===== src/hdl/bridge_cfg_defines.vh =====
// register indices, field positions and fixed values of the bridge header upper part
`ifndef BRIDGE_CFG_DEFINES_VH
`define BRIDGE_CFG_DEFINES_VH

// register indices; byte address is four times the index
`define IDX_BRIDGE_COMMAND 10'h004
`define IDX_BRIDGE_STATUS 10'h006
`define IDX_REVISION_NUMBER 10'h008
`define IDX_CLASS_CODE 10'h009
`define IDX_CACHE_LINE_SIZE 10'h00c
`define IDX_PRIMARY_LATENCY_TIMER 10'h00d
`define IDX_HEADER_TYPE 10'h00e
`define IDX_IRQ_STATUS 10'h040
`define IDX_IRQ_MASK 10'h041
`define IDX_LOCK_CONTROL 10'h042

// bridge_command fields
`define CMD_PARITY_REPORT_ENABLE 6
`define CMD_SYSTEM_ERROR_ENABLE 8

// bridge_status fields
`define STS_LEGACY_IRQ_PENDING 3
`define STS_CAP_LIST_PRESENT 4
`define STS_FAST_BUS_CAPABLE 5
`define STS_BACK_TO_BACK_OK 7
`define STS_MASTER_PARITY_FLAG 8
`define STS_SELECT_TIMING_LO 9
`define STS_SELECT_TIMING_HI 10
`define STS_SENT_TARGET_ABORT 11
`define STS_GOT_TARGET_ABORT 12
`define STS_GOT_MASTER_ABORT 13
`define STS_SENT_SYSTEM_ERROR 14
`define STS_DETECTED_PARITY_FLAG 15

// irq status / mask layout
`define IRQ_MASTER_PARITY 0
`define IRQ_SYSTEM_ERROR 1
`define IRQ_DETECTED_PARITY 2
`define IRQ_COUNT 3

// lock control field
`define LOCK_REVISION_UNLOCK 0

// fixed values
`define PROGRAMMING_INTERFACE_VAL 8'h00
`define SUB_CLASS_VAL 8'h04
`define BASE_CLASS_VAL 8'h06
`define CACHE_LINE_SIZE_RST 8'h00
`define PRIMARY_LATENCY_TIMER_VAL 8'h00
`define HEADER_TYPE_VAL 8'h01
`define ZERO_WORD 32'h0000_0000
`define ZERO_BYTE 8'h00

`endif


===== src/hdl/bridge_config_header_status.v =====
// upper part of the bridge type-1 header: status flags, ids, class and timers over apb
`timescale 1ns/1ns
`include "bridge_cfg_defines.vh"

// How it works
// - poisoned completion or write sets master_parity_flag bit 8 when parity reporting on
// - error message sent with system_error_enable sets sent_system_error bit 14
// - any poisoned packet on primary side sets detected_parity_flag bit 15
// - downstream ports also set bit 15 on internal switch parity error
// - legacy_irq_pending bit 3 always reads zero
// - forwarded downstream legacy interrupts never show in bit 3
// - cap_list_present bit 4 is hardwired to one
// - fast bus, back to back, select timing, abort bits read zero
// - class code reads interface 0x00, sub-class 0x04, base class 0x06
// - cache_line_size resets to zero, stores writes, steers nothing
// - header_type reads constant 0x01
// - primary_latency_timer is read-only zero
// - readable 8-bit revision_number, writes locked unless lock control bit 0 is set
// - parity_report_enable is command bit 6; clear means bit 8 never sets
// - system_error_enable is command bit 8; set means errors get reported
module bridge_config_header_status #(
  parameter [7:0] REVISION_DEFAULT = 8'h00,
  parameter DOWNSTREAM_PORT = 1'b0
) (
  // clock and reset
  input wire clk,
  input wire sys_rst,
  // apb slave
  input wire psel,
  input wire penable,
  input wire pwrite,
  input wire [11:0] paddr,
  input wire [31:0] pwdata,
  output reg [31:0] prdata,
  output reg pready,
  output reg pslverr,
  // primary side events, one-cycle pulses from core logic
  input wire poisoned_req_rx,
  input wire poisoned_tlp_rx,
  input wire error_msg_sent,
  input wire internal_parity_err,
  input wire forwarded_legacy_irq,
  // control outputs to core logic
  output reg parity_report_enable,
  output reg system_error_enable,
  output reg error_report_req,
  // interrupt
  output reg irq
);

  // apb decode
  function [9:0] reg_index;
    input [11:0] addr;
    begin
      reg_index = addr[11:2];
    end
  endfunction

  function is_mapped;
    input [9:0] idx;
    begin
      case (idx)
        `IDX_BRIDGE_COMMAND,
        `IDX_BRIDGE_STATUS,
        `IDX_REVISION_NUMBER,
        `IDX_CLASS_CODE,
        `IDX_CACHE_LINE_SIZE,
        `IDX_PRIMARY_LATENCY_TIMER,
        `IDX_HEADER_TYPE,
        `IDX_IRQ_STATUS,
        `IDX_IRQ_MASK,
        `IDX_LOCK_CONTROL: is_mapped = 1'b1;
        default: is_mapped = 1'b0;
      endcase
    end
  endfunction

  wire [9:0] idx;
  wire access_phase;
  wire wr_commit;
  wire wr_ok;

  assign idx = reg_index(paddr);
  // one wait state: pready rises in the second access cycle
  assign access_phase = psel & penable & ~pready;
  assign wr_commit = psel & penable & pready & pwrite;
  assign wr_ok = wr_commit & is_mapped(idx);

  // register state
  reg [7:0] cache_line_size_reg;
  reg [7:0] revision_number_reg;
  reg revision_unlock_reg;
  reg [`IRQ_COUNT-1:0] irq_mask_reg;
  reg parity_report_enable_next;
  reg system_error_enable_next;
  reg revision_loaded_reg;

  // status flag set terms
  wire master_parity_set;
  wire sent_system_error_set;
  wire detected_parity_set;
  wire [`IRQ_COUNT-1:0] event_set;
  wire [`IRQ_COUNT-1:0] status_clear;
  wire [`IRQ_COUNT-1:0] irq_clear;
  wire [`IRQ_COUNT-1:0] status_flags;
  wire [`IRQ_COUNT-1:0] irq_flags;

  assign master_parity_set = poisoned_req_rx & parity_report_enable;
  assign sent_system_error_set = error_msg_sent & system_error_enable;
  // set regardless of parity_report_enable
  assign detected_parity_set = poisoned_tlp_rx | poisoned_req_rx
    | (DOWNSTREAM_PORT & internal_parity_err);

  assign event_set[`IRQ_MASTER_PARITY] = master_parity_set;
  assign event_set[`IRQ_SYSTEM_ERROR] = sent_system_error_set;
  assign event_set[`IRQ_DETECTED_PARITY] = detected_parity_set;

  // write-one-to-clear strobes for status and irq flags
  assign status_clear[`IRQ_MASTER_PARITY] = wr_ok & (idx == `IDX_BRIDGE_STATUS)
    & pwdata[`STS_MASTER_PARITY_FLAG];
  assign status_clear[`IRQ_SYSTEM_ERROR] = wr_ok & (idx == `IDX_BRIDGE_STATUS)
    & pwdata[`STS_SENT_SYSTEM_ERROR];
  assign status_clear[`IRQ_DETECTED_PARITY] = wr_ok & (idx == `IDX_BRIDGE_STATUS)
    & pwdata[`STS_DETECTED_PARITY_FLAG];
  assign irq_clear = (wr_ok & (idx == `IDX_IRQ_STATUS)) ?
    pwdata[`IRQ_COUNT-1:0] : {`IRQ_COUNT{1'b0}};

  genvar g;
  generate
    for (g = 0; g < `IRQ_COUNT; g = g + 1) begin : g_flags
      w1c_flag u_status_flag (
        .clk(clk),
        .sys_rst(sys_rst),
        .set_pulse(event_set[g]),
        .clear_pulse(status_clear[g]),
        .flag_reg(status_flags[g])
      );
      w1c_flag u_irq_flag (
        .clk(clk),
        .sys_rst(sys_rst),
        .set_pulse(event_set[g]),
        .clear_pulse(irq_clear[g]),
        .flag_reg(irq_flags[g])
      );
    end
  endgenerate

  // bridge_command: only the two enables are kept here
  always @* begin
    parity_report_enable_next = parity_report_enable;
    system_error_enable_next = system_error_enable;
    if (wr_ok && idx == `IDX_BRIDGE_COMMAND) begin
      parity_report_enable_next = pwdata[`CMD_PARITY_REPORT_ENABLE];
      system_error_enable_next = pwdata[`CMD_SYSTEM_ERROR_ENABLE];
    end
  end

  always @(posedge clk) begin
    if (sys_rst) begin
      parity_report_enable <= 1'b0;
      system_error_enable <= 1'b0;
    end else begin
      parity_report_enable <= parity_report_enable_next;
      system_error_enable <= system_error_enable_next;
    end
  end

  // detected errors go out as a request to send an error message
  always @(posedge clk) begin
    if (sys_rst)
      error_report_req <= 1'b0;
    else
      error_report_req <= system_error_enable
        & (poisoned_tlp_rx | poisoned_req_rx | (DOWNSTREAM_PORT & internal_parity_err));
  end

  // cache_line_size has no effect on bridge operation
  always @(posedge clk) begin
    if (sys_rst)
      cache_line_size_reg <= `CACHE_LINE_SIZE_RST;
    else if (wr_ok && idx == `IDX_CACHE_LINE_SIZE)
      cache_line_size_reg <= pwdata[7:0];
  end

  // lock control: revision writes are refused unless unlocked
  always @(posedge clk) begin
    if (sys_rst)
      revision_unlock_reg <= 1'b0;
    else if (wr_ok && idx == `IDX_LOCK_CONTROL)
      revision_unlock_reg <= pwdata[`LOCK_REVISION_UNLOCK];
  end

  // revision loads its default one cycle after reset release
  always @(posedge clk) begin
    if (sys_rst)
      revision_loaded_reg <= 1'b0;
    else
      revision_loaded_reg <= 1'b1;
  end

  always @(posedge clk) begin
    if (sys_rst)
      revision_number_reg <= `ZERO_BYTE;
    else if (!revision_loaded_reg)
      revision_number_reg <= REVISION_DEFAULT;
    else if (wr_ok && idx == `IDX_REVISION_NUMBER && revision_unlock_reg)
      revision_number_reg <= pwdata[7:0];
  end

  // irq mask
  always @(posedge clk) begin
    if (sys_rst)
      irq_mask_reg <= {`IRQ_COUNT{1'b0}};
    else if (wr_ok && idx == `IDX_IRQ_MASK)
      irq_mask_reg <= pwdata[`IRQ_COUNT-1:0];
  end

  always @(posedge clk) begin
    if (sys_rst)
      irq <= 1'b0;
    else
      irq <= |(irq_flags & irq_mask_reg);
  end

  // status word; forwarded legacy interrupts are deliberately not folded in
  wire unused_forwarded;
  reg [15:0] status_word;
  assign unused_forwarded = forwarded_legacy_irq;

  always @* begin
    status_word = 16'h0000;
    status_word[`STS_LEGACY_IRQ_PENDING] = 1'b0;
    status_word[`STS_CAP_LIST_PRESENT] = 1'b1;
    status_word[`STS_FAST_BUS_CAPABLE] = 1'b0;
    status_word[`STS_BACK_TO_BACK_OK] = 1'b0;
    status_word[`STS_SELECT_TIMING_HI:`STS_SELECT_TIMING_LO] = 2'b00;
    status_word[`STS_SENT_TARGET_ABORT] = 1'b0;
    status_word[`STS_GOT_TARGET_ABORT] = 1'b0;
    status_word[`STS_GOT_MASTER_ABORT] = 1'b0;
    status_word[`STS_MASTER_PARITY_FLAG] = status_flags[`IRQ_MASTER_PARITY];
    status_word[`STS_SENT_SYSTEM_ERROR] = status_flags[`IRQ_SYSTEM_ERROR];
    status_word[`STS_DETECTED_PARITY_FLAG] = status_flags[`IRQ_DETECTED_PARITY];
  end

  // read mux
  reg [31:0] read_word;

  always @* begin
    read_word = `ZERO_WORD;
    case (idx)
      `IDX_BRIDGE_COMMAND: begin
        read_word[`CMD_PARITY_REPORT_ENABLE] = parity_report_enable;
        read_word[`CMD_SYSTEM_ERROR_ENABLE] = system_error_enable;
      end
      `IDX_BRIDGE_STATUS: read_word[15:0] = status_word;
      `IDX_REVISION_NUMBER: read_word[7:0] = revision_number_reg;
      `IDX_CLASS_CODE: read_word[23:0] = {`BASE_CLASS_VAL, `SUB_CLASS_VAL,
        `PROGRAMMING_INTERFACE_VAL};
      `IDX_CACHE_LINE_SIZE: read_word[7:0] = cache_line_size_reg;
      `IDX_PRIMARY_LATENCY_TIMER: read_word[7:0] = `PRIMARY_LATENCY_TIMER_VAL;
      `IDX_HEADER_TYPE: read_word[7:0] = `HEADER_TYPE_VAL;
      `IDX_IRQ_STATUS: read_word[`IRQ_COUNT-1:0] = irq_flags;
      `IDX_IRQ_MASK: read_word[`IRQ_COUNT-1:0] = irq_mask_reg;
      `IDX_LOCK_CONTROL: read_word[`LOCK_REVISION_UNLOCK] = revision_unlock_reg;
      default: read_word = `ZERO_WORD;
    endcase
  end

  // apb answer: read data and error are captured with pready and held one cycle
  always @(posedge clk) begin
    if (sys_rst) begin
      pready <= 1'b0;
      prdata <= `ZERO_WORD;
      pslverr <= 1'b0;
    end else if (access_phase) begin
      pready <= 1'b1;
      pslverr <= ~is_mapped(idx);
      prdata <= (pwrite || !is_mapped(idx)) ? `ZERO_WORD : read_word;
    end else begin
      pready <= 1'b0;
      pslverr <= 1'b0;
      prdata <= `ZERO_WORD;
    end
  end

endmodule // bridge_config_header_status


===== src/hdl/w1c_flag.v =====
// sticky flag that hardware sets and software clears by writing one
`timescale 1ns/1ns
module w1c_flag (
  // clock and reset
  input wire clk,
  input wire sys_rst,
  // set and clear
  input wire set_pulse,
  input wire clear_pulse,
  // state
  output reg flag_reg
);

  reg flag_next;

  // a set in the same cycle as a clear wins, so no event is lost
  always @* begin
    flag_next = flag_reg;
    if (clear_pulse)
      flag_next = 1'b0;
    if (set_pulse)
      flag_next = 1'b1;
  end

  always @(posedge clk) begin
    if (sys_rst)
      flag_reg <= 1'b0;
    else
      flag_reg <= flag_next;
  end

endmodule // w1c_flag


===== config.mk =====
export PLATFORM = sky130hd
export DESIGN_NAME = bridge_config_header_status
export DESIGN_NICKNAME = d
export VERILOG_FILES = /design/src/hdl/bridge_config_header_status.v /design/src/hdl/w1c_flag.v
export VERILOG_INCLUDE_DIRS = /design/src /design/src/hdl
export SDC_FILE = /design/constraint.sdc
export NUM_CORES = 1
export LEC_CHECK = 0
export BUFFER_PORTS_ARGS = -buffer_cell sky130_fd_sc_hd__buf_2
export CAP_MARGIN = 30
export CORE_UTILIZATION = 47
export DETAILED_ROUTE_END_ITERATION = 8
export PLACE_DENSITY = 0.79
export SETUP_SLACK_MARGIN = 0.1
export SLEW_MARGIN = 10
export SYNTH_ARGS = -nofsm -noshare
export SYNTH_HDL_FRONTEND = slang
export SYNTH_SLANG_ARGS = --single-unit

===== constraint.sdc =====
create_clock -name clk -period 1.8 [get_ports clk]
set_input_delay 0 -clock clk [delete_from_list [all_inputs] [get_ports clk]]
set_output_delay 0 -clock clk [all_outputs]
set_load 0.005 [all_outputs]

==> reports/results.ini <==
[worst_hold_path]
worstHoldEndpoint=g_flags[1].u_status_flag.flag_reg$_SDFFE_PP0P_
min_path_cells=2
hp-start=sys_rst
hold_path_class=in -> reg

[route]
viasPerCell=5.84
top_layer=met4
drc=0
dr_wl_met3_um=483
wl_met2_mm=3.02
met1_length_mm=2.46
drtIter0Drc=274
firstDrtPassIters=6
post_drt_wl_per_cell_um=16.1
final_antenna_net_count=0
wirelength_mm=6.09
num_vias=2215

[final_layout]
multi_input_area_um2=1110
final_common_cell=buf_2
nets=380
antennaDiodeCount=0
regArea_um2=922
final_cell_mix=buf_2 (48), dfxtp_1 (45), a21oi_1 (32)
largest_reg_flops=13
n_fill_cell=378
synthToLayoutAreaGrowth_pct=26.6
drive_above_1_share=0.269

[critical_path]
r2r_start=pready$_SDFF_PP0_
cp.required_ps=1990
crit_path_end_kind=flip-flop
reg2reg_depth=5
crit_start=pready$_SDFF_PP0_
criticalPathCategory=reg -> reg
crit_fanout=10
arrival_ps=1930
reg2reg_slack_ps=60
start_kind=flip-flop
r2r-end=g_flags[2].u_irq_flag.flag_reg$_SDFFE_PP0P_

[die]
die-width_um=70.2
design.core.area_um2=4410
io_pins=92
num_rows=24
die_area_um2=4930
die_y_um=70.2
initial_core_util=0.495

[sta]
slew_viol_final=0
clock_skew_ps=6.09
hold_ws_ps=22.5
max_freq_mhz=576
final.period_utilization=0.965
fin_ws_ps=63.4
fin_crit_ps=1740
hold_violations=0
setup_violations=0
rsz0062_at_grt=true

[cts]
clkTransAtPathRegs_ps=90
cts_buffers=5
cts_tree=built
cts.htree.levels=2
clock-sinks=46
clock_latency_ps=310
clockBufferDepth=2
cts_root_buffer=clkbuf_8

[yosys]
async_flop_share=0
syn_area_per_cell_um2=8.61
syn_inst=254
ys.flop_type=dfxtp_1
ys_seq_area_frac=0.421
synth_area_leader_cell=dfxtp_1
yosysWarningCount=0
synth_top_cell_area_share=0.421
ys_ff_latch=46
synth_edf_count=0
syn-cell-area_um2=2190
synth.distinct_cells=41
synth_area_leaders=dfxtp_1 (42%), a21oi_1 (7.3%), buf_4 (6.9%)

[global_route]
grt_pass1_vias=2014
grt_overflow=0
grt_max_degree=26
grt_first_pass_wirelength_mm=9.18
grtUsageTotal=0.237
antenna_found_initial=0

[run_status]
outcome=complete, no violations

[place]
gp_congestion=0.878
pre_cts_slack_ps=-39.2
port_buffers=48
hpwl_mm=3.82

[power_and_ir_drop]
total_power_uw=2010
vdd_drop_max_v=0.000350
p_leak_uw=0.00111
p_per_area_nw_per_um2=727

[flow_run]
cap_violations=0

-- logic make-up after synthesis --
kind of cell    share of synthesized area
other cells                       0.00172
buf+inv                             0.114
flops                               0.421
simple gates                        0.235
mux                                0.0532
compound gates                      0.174
-- worst max-delay path, cell delays in order (launching register included) --
cell     delay (ps)
dfxtp_2         370
nand4_1         160
buf_4           200
or4b_4          570
o31ai_1         230
a21oi_1         100
-- through the flow --
stage / instances / util / setup TNS [ps] / instance area (um^2)
after floorplan: 271 / - / 0 / 2250
after global placement: 353 / 0.558 / 0 / 2460
after detailed placement: 353 / 0.558 / -44.1 / 2460
after CTS: 375 / 0.615 / 0 / 2720
after global routing: 379 / 0.627 / 0 / 2770
final: 379 / 0.627 / 0 / 2770
-- worst max path at each step --
| stage | to | slack, ps |
|---|---|---|
| 2_1_floorplan | parity_report_enable$_SDFFE_PP0P_ | 150 |
| 3_3_place_gp | g_flags[1].u_irq_flag.flag_reg$_SDFFE_PP0P_ | 10 |
| 3_5_place_dp | system_error_enable$_SDFFE_PP0P_ | -40 |
| 4_1_cts | system_error_enable$_SDFFE_PP0P_ | 90 |
| 5_1_grt | cache_line_size_reg[0]$_SDFFE_PP0P_ | 30 |
| 6_report | g_flags[2].u_irq_flag.flag_reg$_SDFFE_PP0P_ | 60 |
-- cell type report --
class                           count  area share
Clock buffer                        5      0.0249
Inverter                           10      0.0136
Multi-Input combinational cell    183       0.400
Sequential cell                    46       0.333
Clock inverter                      3      0.0163
Tap cell                           52      0.0235
Timing Repair Buffer               80       0.189
-- Yosys cell counts, types with 5 or more instances --
library cell   n
dfxtp_1       46
a21oi_1       32
o21ai_0       24
nand4_1       21
buf_4         20
nand2_1       14
clkbuf_1      10
nor2_1        10
inv_1          9
nor4_1         7
mux2i_1        6
nand2b_1       6
nand3_1        6
mux2_2         5
-- per-layer routing --
layer	GRT usage	up-vias
li1	-	1035
met5	0	-
met4	0.104	0
met3	0.0447	18
met2	0.405	119
met1	0.290	1043
-- timing repair --
action / 4_1_cts / 5_1_grt
resized for setup: 0 / 6
pin swaps: 0 / 6
hold buffers: 14 / 0
endpoints found under the setup margin: 1 / 15
endpoints found under the hold margin: 25 / 0
gates cloned: 0 / 2
buffers inserted: 0 / 2
-- power by group --
group / internal [uW] / switching [uW] / total (uW)
logic: 82.8 / 118 / 201
clock network: 413 / 372 / 785
registers: 1020 / 3.23 / 1030
total: 1520 / 493 / 2010
Power figures use the tool's default switching activity.
